--- src/led_ctrl_pkg.sv ---
// shared constants and types for the led phase and fault supervisor
package led_ctrl_pkg;
  // register addresses on the management bus
  localparam logic [7:0] ADDR_FAULT  = 8'h02;
  localparam logic [7:0] ADDR_CONFIG = 8'h08;
  localparam logic [7:0] ADDR_MASK   = 8'h09;
  localparam logic [7:0] ADDR_PHASE  = 8'h0b;
  // fault/status bit positions
  localparam int FS_CHAN   = 0;
  localparam int FS_THERM  = 1;
  localparam int FS_VSHORT = 2;
  localparam int FS_OVP    = 3;
  // configuration fields
  localparam int CFG_SEL_LSB   = 0;
  localparam int CFG_FREQ_BIT  = 2;
  localparam int CFG_SHORT_OFF = 3;
  localparam int PH_EQUAL_BIT  = 7;
  // short threshold codes: 3.6V, 4.8V, 5.85V
  localparam logic [1:0] SHORT_3V6  = 2'h0;
  localparam logic [1:0] SHORT_4V8  = 2'h1;
  localparam logic [1:0] SHORT_5V85 = 2'h2;
  // reset values
  localparam logic [7:0] CONFIG_RESET = {6'h00, SHORT_5V85};
  localparam logic [7:0] MASK_RESET   = 8'h00;
  localparam logic [7:0] PHASE_RESET  = 8'h00;
  // phase and fault counts
  localparam logic [7:0] PERIOD_STEPS  = 8'hff;
  localparam logic [2:0] OPEN_TIMEOUT  = 3'h6;
  localparam logic [2:0] SS_LAST_STEP  = 3'h7;
  // timing at the core clock
  localparam int CLK_HZ      = 100_000_000;
  localparam int SW_LO_HZ    = 600_000;
  localparam int SW_HI_HZ    = 1_200_000;
  localparam int SW_LO_CYC   = CLK_HZ / SW_LO_HZ;
  localparam int SW_HI_CYC   = CLK_HZ / SW_HI_HZ;
  localparam int SS_TOTAL_NS = 8_000_000;
  localparam int SS_STEP_CYC =
    (SS_TOTAL_NS / 1000 * (CLK_HZ / 1_000_000) + 6) / 7;
  // analog comparator and status inputs
  typedef struct packed {
    logic overvoltage_limit;
    logic otp_low;
    logic otp_high;
    logic in_overcurrent;
    logic fet_on;
    logic loop_stable;
    logic sw_over_limit;
  } sense_s;
  typedef enum logic [2:0] {B_IDLE, B_ADDR, B_PTR, B_WDATA, B_RDATA} bus_e;
  typedef enum logic [1:0] {SS_WAIT, SS_RAMP, SS_RUN} ss_e;
endpackage : led_ctrl_pkg

--- src/led_phase_shift_and_fault_supervisor.sv ---
// phase shifted dimming, boost soft-start and led fault supervision
`timescale 1ns/10ps
// What this block does
// - equal select spreads enabled channel starts evenly
// - gap floor(255/N), last gap takes remainder
// - N counted from channels not masked
// - last-to-first gap is period remainder
// - config bit 2 picks 1.2MHz, default 600kHz
// - limit starts 275mA, seven steps to 2.2A
// - ramp spans 8ms, waits for dimming periods
// - no switching until protection fet on
// - over-limit current ends on-time at once
// - channel faults recorded in status 0x02
// - mask 0x09 shows failed, host may preset
// - no channel faults while led loop unstable
// - output short: channels off, cause held
// - short threshold selectable, 5.85V default
// - config bit turns short detection off
// - good channel dropping below target is open
// - ovp or low otp opens non-good channels
// - open channel disabled only after time-out
// - open time-out is six dimming periods
// - string above short threshold fails even if conducting
// - upper otp stops all, sets thermal bit
module led_phase_shift_and_fault_supervisor
  import led_ctrl_pkg::*;
#(
  parameter logic [6:0] DEV_ADDR    = 7'h2c, // arbitrary bus address
  parameter int         STEP_DIV    = 26,
  parameter int         SS_STEP_LEN = SS_STEP_CYC,
  parameter int         NCH         = 6
)(
  input  wire logic           CORE_CLK,
  input  wire logic           RST,
  input  wire logic           SCL,
  input  wire logic           SDA_IN,
  output logic                SDA_OUT,
  output logic                SDA_OE,
  input  wire logic [7:0]     DUTY,
  input  wire sense_s         SENSE,
  input  wire logic [NCH-1:0] CH_AT_TARGET,
  input  wire logic [NCH-1:0] CH_ABOVE_SHORT,
  output logic      [NCH-1:0] CH_ON,
  output logic                SW_GATE,
  output logic      [2:0]     LIMIT_STEP,
  output logic      [1:0]     SHORT_SEL
);
  ////////////////////////////////////////////////////////////////////////
  // input synchronisers
  logic [1:0]     scl_sync, sda_sync;
  logic           scl_d, sda_d;
  sense_s         sn_meta, sn;
  logic [NCH-1:0] tgt_meta, tgt, shrt_meta, shrt;
  always_ff @(posedge CORE_CLK)
  begin
    if (RST)
    begin
      scl_sync <= 2'h3;
      sda_sync <= 2'h3;
      scl_d    <= 1'b1;
      sda_d    <= 1'b1;
      sn_meta  <= '0;
      sn       <= '0;
      tgt_meta <= '0;
      tgt      <= '0;
      shrt_meta <= '0;
      shrt     <= '0;
    end
    else
    begin
      scl_sync <= {scl_sync[0], SCL};
      sda_sync <= {sda_sync[0], SDA_IN};
      scl_d    <= scl_sync[1];
      sda_d    <= sda_sync[1];
      sn_meta  <= SENSE;
      sn       <= sn_meta;
      tgt_meta <= CH_AT_TARGET;
      tgt      <= tgt_meta;
      shrt_meta <= CH_ABOVE_SHORT;
      shrt     <= shrt_meta;
    end
  end
  ////////////////////////////////////////////////////////////////////////
  // management bus slave
  logic       scl_rise, scl_fall, bus_start, bus_stop;
  bus_e       bus_reg;
  logic [3:0] bit_reg;
  logic [7:0] sh_reg, tx_reg, ptr_reg, rd_data;
  logic       ack_reg, nack_reg, rw_reg, wr_en;
  logic [7:0] fault_reg, cfg_reg, mask_reg, phase_reg;
  assign scl_rise  = scl_sync[1] & ~scl_d;
  assign scl_fall  = ~scl_sync[1] & scl_d;
  assign bus_start = scl_sync[1] & scl_d & sda_d & ~sda_sync[1];
  assign bus_stop  = scl_sync[1] & scl_d & ~sda_d & sda_sync[1];
  assign wr_en = scl_fall & (bit_reg == 4'h7) & (bus_reg == B_WDATA);
  assign SDA_OUT = 1'b0;
  always_comb
  begin
    case (ptr_reg)
      ADDR_FAULT:  rd_data = fault_reg;
      ADDR_CONFIG: rd_data = cfg_reg;
      ADDR_MASK:   rd_data = mask_reg;
      ADDR_PHASE:  rd_data = phase_reg;
      default:     rd_data = 8'h00;
    endcase
  end
  always_ff @(posedge CORE_CLK)
  begin
    if (RST | bus_stop)
    begin
      bus_reg <= B_IDLE;
      bit_reg <= 4'h0;
      ack_reg <= 1'b0;
      SDA_OE  <= 1'b0;
    end
    else if (bus_start)
    begin
      bus_reg <= B_ADDR;
      bit_reg <= 4'hf;
      SDA_OE  <= 1'b0;
    end
    // the scl fall that closes a start is not a data bit
    else if (scl_fall && bit_reg == 4'hf)
      bit_reg <= 4'h0;
    else if (scl_rise && bit_reg < 4'h8)
      sh_reg <= {sh_reg[6:0], sda_sync[1]};
    else if (scl_rise && bus_reg == B_RDATA)
      nack_reg <= sda_sync[1];
    else if (scl_fall && bit_reg == 4'h7)
    begin
      bit_reg <= 4'h8;
      case (bus_reg)
        B_ADDR:  ack_reg <= sh_reg[7:1] == DEV_ADDR;
        B_PTR:   ack_reg <= 1'b1;
        B_WDATA: ack_reg <= 1'b1;
        default: ack_reg <= 1'b0;
      endcase
      rw_reg <= sh_reg[0];
      // an idle slave after an address miss must stay off the line
      SDA_OE <= (bus_reg == B_ADDR) ? (sh_reg[7:1] == DEV_ADDR)
                                    : (bus_reg == B_PTR ||
                                       bus_reg == B_WDATA);
    end
    else if (scl_fall && bit_reg == 4'h8)
    begin
      bit_reg <= 4'h0;
      SDA_OE  <= 1'b0;
      case (bus_reg)
        B_ADDR:
          bus_reg <= !ack_reg ? B_IDLE : (rw_reg ? B_RDATA : B_PTR);
        B_PTR:
        begin
          ptr_reg <= sh_reg;
          bus_reg <= B_WDATA;
        end
        B_WDATA: ptr_reg <= ptr_reg + 8'h01;
        B_RDATA:
          if (nack_reg)
            bus_reg <= B_IDLE;
        default: bus_reg <= B_IDLE;
      endcase
      // a read loads the byte at the pointer, then steps on
      if ((bus_reg == B_ADDR && ack_reg && rw_reg) ||
          (bus_reg == B_RDATA && !nack_reg))
      begin
        tx_reg  <= rd_data;
        SDA_OE  <= ~rd_data[7];
        ptr_reg <= ptr_reg + 8'h01;
        nack_reg <= 1'b0;
      end
    end
    else if (scl_fall && bit_reg < 4'h7)
    begin
      bit_reg <= bit_reg + 4'h1;
      if (bus_reg == B_RDATA)
      begin
        tx_reg <= {tx_reg[6:0], 1'b0};
        SDA_OE <= ~tx_reg[6];
      end
    end
  end
  ////////////////////////////////////////////////////////////////////////
  // host registers
  logic [NCH-1:0] fail_set, chan_en;
  logic           shutdown, vshort_reg;
  always_ff @(posedge CORE_CLK)
  begin
    if (RST)
    begin
      cfg_reg   <= CONFIG_RESET;
      phase_reg <= PHASE_RESET;
    end
    else if (wr_en && ptr_reg == ADDR_CONFIG)
      cfg_reg <= sh_reg;
    else if (wr_en && ptr_reg == ADDR_PHASE)
      phase_reg <= sh_reg;
  end
  // hardware failure marks win over a host write in the same cycle
  always_ff @(posedge CORE_CLK)
  begin
    if (RST)
      mask_reg <= MASK_RESET;
    else if (wr_en && ptr_reg == ADDR_MASK)
      mask_reg <= sh_reg | 8'(fail_set);
    else
      mask_reg <= mask_reg | 8'(fail_set);
  end
  // volatile cause register, cleared only by reset
  always_ff @(posedge CORE_CLK)
  begin
    if (RST)
      fault_reg <= 8'h00;
    else
    begin
      if (|fail_set)
        fault_reg[FS_CHAN] <= 1'b1;
      if (sn.otp_high)
        fault_reg[FS_THERM] <= 1'b1;
      if (sn.in_overcurrent)
        fault_reg[FS_VSHORT] <= 1'b1;
      if (sn.overvoltage_limit)
        fault_reg[FS_OVP] <= 1'b1;
    end
  end
  assign SHORT_SEL = cfg_reg[CFG_SEL_LSB +: 2];
  ////////////////////////////////////////////////////////////////////////
  // dimming period: 255 steps from a divider enable
  logic [$clog2(STEP_DIV)-1:0] div_reg;
  logic [7:0]  step_reg, gap;
  logic        step_en, period_end;
  logic [2:0]  n_en;
  assign step_en    = div_reg == ($clog2(STEP_DIV))'(STEP_DIV - 1);
  assign period_end = step_en && step_reg == PERIOD_STEPS - 8'h01;
  always_ff @(posedge CORE_CLK)
  begin
    if (RST || step_en)
      div_reg <= '0;
    else
      div_reg <= div_reg + 1'b1;
  end
  always_ff @(posedge CORE_CLK)
  begin
    if (RST || period_end)
      step_reg <= 8'h00;
    else if (step_en)
      step_reg <= step_reg + 8'h01;
  end
  assign chan_en = ~mask_reg[NCH-1:0];
  always_comb
  begin
    n_en = 3'h0;
    for (int k = 0; k < NCH; k++)
      n_en = n_en + 3'(chan_en[k]);
    case (n_en)
      3'h1:    gap = 8'd255;
      3'h2:    gap = 8'd127;
      3'h3:    gap = 8'd85;
      3'h4:    gap = 8'd63;
      3'h5:    gap = 8'd51;
      3'h6:    gap = 8'd42; // last gap then 255 - 5*42 = 45
      default: gap = 8'd0;
    endcase
    if (!phase_reg[PH_EQUAL_BIT])
      gap = {1'b0, phase_reg[6:0]};
  end
  ////////////////////////////////////////////////////////////////////////
  // per-channel phase and fault supervision
  logic [NCH-1:0] pwm_on, good_reg, open_reg, short_hit, open_fail;
  logic [2:0]     open_cnt [NCH];
  logic           stable;
  assign stable   = sn.loop_stable;
  assign shutdown = sn.otp_high | vshort_reg;
  genvar i;
  generate
    for (i = 0; i < NCH; i++)
    begin : g_ch
      logic [10:0] start_raw;
      logic [7:0]  start, pos;
      logic [2:0]  rank;
      always_comb
      begin
        rank = 3'h0;
        for (int k = 0; k < i; k++)
          rank = rank + 3'(chan_en[k]);
        // wrap keeps the last-to-first gap equal to what is left
        start_raw = 11'(rank) * 11'(gap);
        start = 8'(start_raw % 11'd255);
        pos = (step_reg >= start) ? step_reg - start
                                  : step_reg + PERIOD_STEPS - start;
      end
      assign pwm_on[i] = pos < DUTY;
      assign CH_ON[i]  = pwm_on[i] & chan_en[i] & ~shutdown;
      // a string above the short threshold fails even while it reaches target
      assign short_hit[i] = stable & chan_en[i] & pwm_on[i] & shrt[i] &
                            ~cfg_reg[CFG_SHORT_OFF];
      assign open_fail[i] = stable & open_reg[i] & period_end &
                            open_cnt[i] == OPEN_TIMEOUT - 3'h1;
      assign fail_set[i]  = short_hit[i] | open_fail[i];
      always_ff @(posedge CORE_CLK)
      begin
        if (RST || !chan_en[i])
          good_reg[i] <= 1'b0;
        else if (CH_ON[i] && tgt[i])
          good_reg[i] <= 1'b1;
      end
      always_ff @(posedge CORE_CLK)
      begin
        if (RST || !chan_en[i])
        begin
          open_reg[i] <= 1'b0;
          open_cnt[i] <= 3'h0;
        end
        else
        begin
          if (stable && ((good_reg[i] && CH_ON[i] && !tgt[i]) ||
              ((sn.overvoltage_limit || sn.otp_low) && !good_reg[i])))
            open_reg[i] <= 1'b1;
          // a lasting open must not wrap the count; it parks at the end
          if (open_reg[i] && period_end &&
              open_cnt[i] != OPEN_TIMEOUT - 3'h1)
            open_cnt[i] <= open_cnt[i] + 3'h1;
        end
      end
    end
  endgenerate
  ////////////////////////////////////////////////////////////////////////
  // soft-start of the switch current limit
  ss_e         ss_reg;
  logic [$clog2(SS_STEP_LEN)-1:0] ss_timer;
  logic        seen_period, step_adv, ss_done;
  assign ss_done  = ss_timer == ($clog2(SS_STEP_LEN))'(SS_STEP_LEN - 1);
  assign step_adv = ss_done & seen_period;
  always_ff @(posedge CORE_CLK)
  begin
    if (RST)
      vshort_reg <= 1'b0;
    else if (sn.in_overcurrent)
      vshort_reg <= 1'b1;
  end
  always_ff @(posedge CORE_CLK)
  begin
    if (RST || !sn.fet_on)
    begin
      ss_reg      <= SS_WAIT;
      LIMIT_STEP  <= 3'h0;
      ss_timer    <= '0;
      seen_period <= 1'b0;
    end
    else
    begin
      case (ss_reg)
        SS_WAIT: ss_reg <= SS_RAMP;
        SS_RAMP:
        begin
          // low dimming rates stretch each step to a whole period
          if (period_end)
            seen_period <= 1'b1;
          if (!ss_done)
            ss_timer <= ss_timer + 1'b1;
          if (step_adv)
          begin
            ss_timer    <= '0;
            seen_period <= 1'b0;
            LIMIT_STEP  <= LIMIT_STEP + 3'h1;
            if (LIMIT_STEP == SS_LAST_STEP - 3'h1)
              ss_reg <= SS_RUN;
          end
        end
        SS_RUN:  ss_reg <= SS_RUN;
        default: ss_reg <= SS_WAIT;
      endcase
    end
  end
  ////////////////////////////////////////////////////////////////////////
  // boost switching at 600kHz or 1.2MHz
  logic [7:0] sw_cnt, sw_last;
  logic       on_reg, sw_allow;
  assign sw_last  = cfg_reg[CFG_FREQ_BIT] ? 8'(SW_HI_CYC - 1)
                                          : 8'(SW_LO_CYC - 1);
  assign sw_allow = (ss_reg != SS_WAIT) & ~shutdown;
  always_ff @(posedge CORE_CLK)
  begin
    if (RST || sw_cnt >= sw_last)
      sw_cnt <= 8'h00;
    else
      sw_cnt <= sw_cnt + 8'h01;
  end
  always_ff @(posedge CORE_CLK)
  begin
    if (RST || !sw_allow || sn.sw_over_limit)
      on_reg <= 1'b0;
    else if (sw_cnt == 8'h00)
      on_reg <= 1'b1;
    else if (sw_cnt == {1'b0, sw_last[7:1]})
      on_reg <= 1'b0;
  end
  // the gate drops in the same cycle the limit is seen
  assign SW_GATE = on_reg & ~sn.sw_over_limit & sw_allow;
endmodule : led_phase_shift_and_fault_supervisor
--- config.mk ---
export PLATFORM = sky130hd
export DESIGN_NAME = led_phase_shift_and_fault_supervisor
export DESIGN_NICKNAME = d
export VERILOG_FILES = /design/src/led_ctrl_pkg.sv /design/src/led_phase_shift_and_fault_supervisor.sv
export SDC_FILE = /design/constraint.sdc
export NUM_CORES = 1
export LEC_CHECK = 0
export BUFFER_PORTS_ARGS = -buffer_cell sky130_fd_sc_hd__buf_2
export CAP_MARGIN = 20
export CORE_ASPECT_RATIO = 0.9
export CORE_MARGIN = 2
export CORE_UTILIZATION = 49
export CTS_CLUSTER_SIZE = 28
export DETAILED_ROUTE_END_ITERATION = 16
export GPL_TIMING_DRIVEN = 0
export PLACE_DENSITY_LB_ADDON = 0.25
export SLEW_MARGIN = 20
export SYNTH_ARGS = -nofsm -noshare
export SYNTH_HDL_FRONTEND = slang
export SYNTH_SLANG_ARGS = --single-unit
--- constraint.sdc ---
create_clock -name CORE_CLK -period 11.7 [get_ports CORE_CLK]
set_clock_uncertainty 0.2 [all_clocks]
set_input_delay 0 -clock CORE_CLK [delete_from_list [all_inputs] [get_ports CORE_CLK]]
set_output_delay 0 -clock CORE_CLK [all_outputs]
set_load 0.05 [all_outputs]
==> results of run 1 <==
-- power breakdown --
group / internal [mW] / switching [mW] / leakage (nW)
clock: 0.298 / 0.262 / 0.286
sequential: 0.654 / 0.0124 / 1.54
combinational: 0.0570 / 0.0772 / 7.17
-- per-layer routing --
layer	vias to the layer above	global-route usage (%)
met5	-	0
met4	0	6.46
met3	91	3.47
met2	529	43.7
met1	8109	35.1
li1	8191	-
-- synth_stat cells (all sizes together) (9+ instances only) --
cell type / n
o21a: 18
xor2: 46
buf: 11
edfxtp: 43
a211o: 11
dfxtp: 138
nand2: 172
inv: 163
nand4: 24
a21oi: 163
nor3: 56
and4: 9
xnor2: 114
o211ai: 11
a31oi: 18
nand3: 64
clkbuf: 51
mux2: 16
a21o: 52
or2: 25
o21bai: 11
fa: 31
and2: 52
nand3b: 9
mux2i: 48
a211oi: 13
nor2: 204
a22oi: 12
nand2b: 45
a21boi: 10
nor2b: 73
ha: 213
and3: 29
o21ai: 112
o31ai: 14
-- critical path, delay by kind of cell, from the launching register on --
| family | cells | cell delay [ns] |
|---|---|---|
| AOI/OAI and AO/OA | 19 | 3.27 |
| xor gates and xnor gates | 5 | 1.15 |
| adders and majority gates | 9 | 2.74 |
| buffers and inverters | 8 | 1.09 |
| DFF | 1 | 0.32 |
| muxes | 1 | 0.28 |
| and+or+nand+nor | 12 | 1.95 |
-- final cells by class --
| type | count | area [um2] | area share (%) |
|---|---|---|---|
| diodes | 1 | 2.50 | 0.0116 |
| plain buffers | 56 | 347 | 1.60 |
| clock buffers | 20 | 468 | 2.16 |
| clock inverters | 12 | 103 | 0.474 |
| inverters | 163 | 619 | 2.86 |
| multi-input cells | 1809 | 14200 | 65.6 |
| flip-flops and latches | 181 | 4060 | 18.8 |
| well taps | 476 | 596 | 2.75 |
| repair buffers | 165 | 1240 | 5.73 |
-- worst paths after layout --
path                          startpoint                       end  slack, ns
setup / recovery  mask_reg[0]$_SDFF_PP0_                  CH_ON[5]       0.25
hold / removal                       RST   bit_reg[2]$_SDFFE_PP0P_       0.04
setup reg to reg  mask_reg[0]$_SDFF_PP0_  open_reg[4]$_SDFFE_PP0P_       0.38
hold reg to reg   scl_sync[0]$_SDFF_PP1_    scl_sync[1]$_SDFF_PP1_       0.21
-- timing repair --
item,in CTS,in global routing
hold buffers,21,0
setup endpoints to repair,17,17
resized for setup,144,157
setup buffers,35,66
endpoints found under the hold margin,21,0
pin swaps,27,82
-- kinds of logic (layout without fill, tap and decap cells) --
| group | count (synthesis) | in the layout |
|---|---|---|
| AOI/OAI and AO/OA | 522 | 522 |
| xor gates and xnor gates | 161 | 161 |
| adders and majority gates | 246 | 246 |
| buffers and inverters | 226 | 416 |
| DFF | 181 | 181 |
| muxes | 64 | 64 |
| other | 2 | 3 |
| and+or+nand+nor | 814 | 814 |
==> impl_metrics.env, run 1 <==
export IMPL_status="finished clean"
export IMPL_setup_viol=0
export IMPL_regMostFlops="open_cnt"
export IMPL_largestRegisters="open_cnt (18), ss_timer (17)"
export IMPL_grt_pass1_vias=16000
export IMPL_yosysWarnings=0
export IMPL_synth_xor_area_share_pct=7.91
export IMPL_dp_cells=2735
export IMPL_hold_violations=0
export IMPL_grt_max_degree=18
export IMPL_synthAdderAreaFrac_pct=18.4
export IMPL_syn_nets=2491
export IMPL_wire_per_inst_um=17.7
export IMPL_highest_layer="met4"
export IMPL_p_per_area_mw_per_mm2=62.9
export IMPL_start_kind="register"
export IMPL_place_congestion=0.927
export IMPL_rows=66
export IMPL_nets=2668
export IMPL_cts_tree="yes"
export IMPL_die_w_um=206
export IMPL_met2WireLength_um=24100
export IMPL_setup_tns_final_ns=0
export IMPL_leakage_nw=8.99
export IMPL_critPathMaxFanout=10
export IMPL_synth_seq_area_share_pct=22.5
export IMPL_drt_met1_wl_um=22800
export IMPL_synth_area_leaders="dfxtp_1, ha_1, edfxtp_1"
export IMPL_ys_types=108
export IMPL_design_area_mm2=0.0216
export IMPL_ys_flop_type="dfxtp_1"
export IMPL_syn_area_mm2=0.0180
export IMPL_mostFrequentLayoutCells="nor2_1, ha_1, nand2_1"
export IMPL_reg2regPathDepth=53
export IMPL_cap_violations=0
export IMPL_wl_um=50900
export IMPL_min_period_ns=11.45
export IMPL_n_fill_cell=3144
export IMPL_largest_reg_flops=18
export IMPL_drtAntennaViolNets=0
export IMPL_finalMaxSlewViolations=0
export IMPL_min_path_type="input port to register"
export IMPL_synth_area_per_cell_um2=8.13
export IMPL_hpwl_um=37300
export IMPL_dieArea_mm2=0.0383
export IMPL_critPathRequiredTime_ns=11.50
export IMPL_muxShareOfSynthArea_pct=3.69
export IMPL_min_path_cells=3
export IMPL_initial_core_util_pct=49.8
export IMPL_crit_path_end_kind="primary output"
export IMPL_timing_fmax_mhz=87.3
export IMPL_port_buffer_count=43
export IMPL_num_vias=16900
export IMPL_synth_seq_cells=181
export IMPL_syn2layout_area_growth_pct=20.2
export IMPL_final_common_cell="nor2_1"
export IMPL_period_share_pct=97.9
export IMPL_cts_clk_slew_worst_paths_ns=0.07
export IMPL_cts_sinks=181
export IMPL_drc_errors=0
export IMPL_met3_length_um=2820
export IMPL_synth_compound_area_share_pct=19.2
export IMPL_synth_edff_count=43
export IMPL_final_cell_count_no_fill=2883
export IMPL_first_pass_iters=8
export IMPL_layout_drive_gt1_share_pct=18.7
export IMPL_drtIter0Drc=1300
export IMPL_tightest_slew_ns=0.981
export IMPL_crit_path_max_incr_delay_ns=0.65
export IMPL_slew_headroom_pct=34.2
export IMPL_dp_worst_setup_slack_ns=-2.67
export IMPL_syn_inst=2216
export IMPL_finalPower_mw=1.36
export IMPL_synth_top_cell_by_area="dfxtp_1"
export IMPL_pin_count=45
export IMPL_netlist_area_leader_share_pct=15.3
export IMPL_core_region_area_mm2=0.0362
export IMPL_htree_levels=4
export IMPL_synth_top_family_by_area="simple AND/OR/NAND/NOR gates"
export IMPL_cp_common_cell="buf_4"
export IMPL_cts_made_buffers=17
export IMPL_cts_root_buf="clkbuf_16"
export IMPL_worstPathArrival_ns=11.25
export IMPL_grt_pass1_wl_um=80100
export IMPL_clock_path_buffers=2
export IMPL_insertion_delay_ns=0.43
export IMPL_crit_slowest_cell="or4b_2"
export IMPL_critPathKind="register to primary output"
export IMPL_via_per_inst=5.87
export IMPL_hold_slack_ns=0.0379
export IMPL_antenna_found_initial=1
export IMPL_fin_util_pct=59.8
export IMPL_synthSimpleGateAreaFrac_pct=23.2
export IMPL_die_height_um=186
export IMPL_overflow=0
export IMPL_dpl_instance_area_mm2=0.0189
export IMPL_ys_async_sr_fraction_pct=0
export IMPL_fin_ws_ns=0.248
export IMPL_vdd_ir_drop_max_mv=0.116
export IMPL_grt_usage_pct=26.0
Power figures use the tool's default switching activity.
==> run 2: changes to the inputs <==
--- a/config.mk
+++ b/config.mk
@@ -14,7 +14,7 @@
 export DETAILED_ROUTE_END_ITERATION = 16
 export GPL_TIMING_DRIVEN = 0
 export PLACE_DENSITY_LB_ADDON = 0.25
-export SLEW_MARGIN = 20
+export SLEW_MARGIN = 10
 export SYNTH_ARGS = -nofsm -noshare
 export SYNTH_HDL_FRONTEND = slang
 export SYNTH_SLANG_ARGS = --single-unit
==> constraint.sdc (replaced) <==
create_clock -name CORE_CLK -period 11.7 [get_ports CORE_CLK]
set_clock_uncertainty 0.2 [all_clocks]
set_input_delay 1.755 -clock CORE_CLK [delete_from_list [all_inputs] [get_ports CORE_CLK]]
set_output_delay 1.755 -clock CORE_CLK [all_outputs]
set_load 0.05 [all_outputs]
==> run 2 against run 1 <==
Net effect: the flow now finishes with violations (negative setup slack); sequential share of layout area is 0.82 points lower; routed wire length is 3.4% higher; count of clock-buffer cells in the layout stayed put; critical path depth is 3 lower; largest power group unchanged; critical path type unchanged; setup slack worse by 1.6 ns; register-to-register slack worse by 0.19 ns; global-route usage is 1.2 points higher; cell count is 1.9% higher; design area is 4.6% higher; non-clock buffer count is 56 higher.
==> impl_metrics.env, run 2 (synthesis results as in run 1) <==
export IMPL_tightest_slew_ns=1.14
export IMPL_dp_worst_setup_slack_ns=-2.48
export IMPL_crit_path_end_kind="primary output"
export IMPL_first_pass_iters=5
export IMPL_violations="negative setup slack"
export IMPL_rr_endpoint="open_reg[4]$_SDFFE_PP0P_"
export IMPL_hpwl_um=37400
export IMPL_slew_headroom_pct=23.5
export IMPL_grt_pass1_wl_um=83700
export IMPL_cts_tree="yes"
export IMPL_vdd_ir_drop_max_mv=0.0898
export IMPL_critPathMaxFanout=6
export IMPL_min_path_type="register to register"
export IMPL_critPathKind="register to primary output"
export IMPL_cp_common_cell="ha_4"
export IMPL_nets=2724
export IMPL_core_region_area_mm2=0.0362
export IMPL_dieArea_mm2=0.0383
export IMPL_highest_layer="met4"
export IMPL_met3_length_um=3100
export IMPL_wl_um=52700
export IMPL_die_height_um=186
export IMPL_holdBufCountCts=0
export IMPL_p_per_area_mw_per_mm2=60.0
export IMPL_grt_pass1_vias=16300
export IMPL_overflow=0
export IMPL_cts_made_buffers=17
export IMPL_r2r_start="mask_reg[1]$_SDFF_PP0_"
export IMPL_start_kind="register"
export IMPL_final_common_cell="nor2_1"
export IMPL_hold_path_end="sda_sync[1]$_SDFF_PP1_"
export IMPL_port_buffer_count=43
export IMPL_critPathRequiredTime_ns=9.75
export IMPL_htree_levels=4
export IMPL_grt_usage_pct=27.2
export IMPL_clock_path_buffers=2
export IMPL_place_congestion=0.903
export IMPL_drc_errors=0
export IMPL_regMostFlops="open_cnt"
export IMPL_leakage_nw=9.44
export IMPL_reg2regPathDepth=60
export IMPL_fin_ws_ns=-1.36
export IMPL_n_fill_cell=2987
export IMPL_met2WireLength_um=24400
export IMPL_timing_fmax_mhz=76.6
export IMPL_hp_start="sda_sync[0]$_SDFF_PP1_"
export IMPL_finalPower_mw=1.36
export IMPL_crit_slowest_cell="fa_2"
export IMPL_cts_sinks=181
export IMPL_reg2reg_slack_ns=0.19
export IMPL_via_per_inst=5.84
export IMPL_min_path_cells=1
export IMPL_crit_path_max_incr_delay_ns=0.64
export IMPL_initial_core_util_pct=49.8
export IMPL_finalMaxSlewViolations=0
export IMPL_rows=66
export IMPL_drt_met1_wl_um=24200
export IMPL_worstPathArrival_ns=11.10
export IMPL_critPathLaunch="mask_reg[1]$_SDFF_PP0_"
export IMPL_wire_per_inst_um=17.9
export IMPL_pin_count=45
export IMPL_cts_root_buf="clkbuf_16"
export IMPL_num_vias=17100
export IMPL_largestRegisters="open_cnt (18), ss_timer (17)"
export IMPL_hold_violations=0
export IMPL_period_share_pct=112
export IMPL_drtAntennaViolNets=0
export IMPL_rsz0062_at_grt="true"
export IMPL_diodes=0
export IMPL_multi_input_area_mm2=0.0148
export IMPL_antenna_found_initial=0
export IMPL_status="complete, but fails checks"
export IMPL_insertion_delay_ns=0.43
export IMPL_setup_tns_final_ns=-4.71
export IMPL_register_area_mm2=0.00406
export IMPL_die_w_um=206
export IMPL_mostFrequentLayoutCells="nor2_1, ha_1, buf_4"
export IMPL_min_period_ns=13.06
export IMPL_grt_max_degree=18
export IMPL_syn2layout_area_growth_pct=25.7
export IMPL_fin_util_pct=62.6
export IMPL_setup_viol=4
export IMPL_cap_violations=0
export IMPL_largest_reg_flops=18
export IMPL_drtIter0Drc=1270
export IMPL_layout_drive_gt1_share_pct=24.1
export IMPL_cts_clk_slew_worst_paths_ns=0.08
==> run 2: cell count changes in the layout (fill, tap and decap cells not counted), moves of 10 or more <==
cell / change
nand2_1: -13
ha_1: -11
ha_4: +10
dlygate4sd3_1: -21
o21ai_2: +10
buf_4: +63
==> run 2: worst max path at each step <==
stage               end  slack [ns]  cells past startpoint
2_1_floorplan  CH_ON[3]       -0.42                     47
3_3_place_gp   CH_ON[5]       -2.33                     52
3_5_place_dp   CH_ON[5]       -2.48                     52
4_1_cts        CH_ON[4]       -1.07                     54
5_1_grt        CH_ON[3]       -1.78                     49
6_report       CH_ON[3]       -1.36                     51
==> run 2: per-layer routing <==
layer | global-route usage [%] | up-vias
met5 | 0 | -
met4 | 7.03 | 0
met3 | 3.05 | 81
met2 | 44.4 | 575
met1 | 38.1 | 8159
li1 | - | 8334
==> run 2: worst max-delay path, delay by kind of cell (launching register included) <==
family / cells / cell delay [ns]
AO/OA/AOI/OAI: 16 / 2.85
XOR/XNOR: 4 / 0.81
adder cells (fa/ha/maj): 10 / 2.92
buffers and inverters: 8 / 1.00
flip-flops: 1 / 0.36
multiplexers: 2 / 0.59
AND/OR/NAND/NOR: 11 / 2.11
==> run 2: cell type report <==
cell class,count,share of cell area (%)
clock buffer,20,2.02
tap,476,2.63
buffer,58,1.76
timing repair buffer,219,7.11
sequential,181,17.9
multi-input combinational,1809,65.3
clock inverter,11,0.503
inverter,163,2.74
==> run 2: repair_timing <==
item	CTS	global route
gates resized for setup	229	95
pin swaps	127	103
cloned	2	0
buffers inserted	131	41
endpoints found under the setup margin	16	10
==> run 2: through the flow <==
step                area (um2)  instances  hold slack, ns
global route             22600       2937           0.225
global placement         19300       2735           0.191
CTS                      21900       2894           0.195
finish                   22600       2937           0.195
detailed placement       19300       2735           0.195
floorplan                18500       2216           0.189
==> run 2: power breakdown <==
part / internal [mW] / switching [mW] / total [mW]
clock network: 0.311 / 0.249 / 0.559
registers: 0.654 / 0.0129 / 0.667
logic: 0.0550 / 0.0771 / 0.132
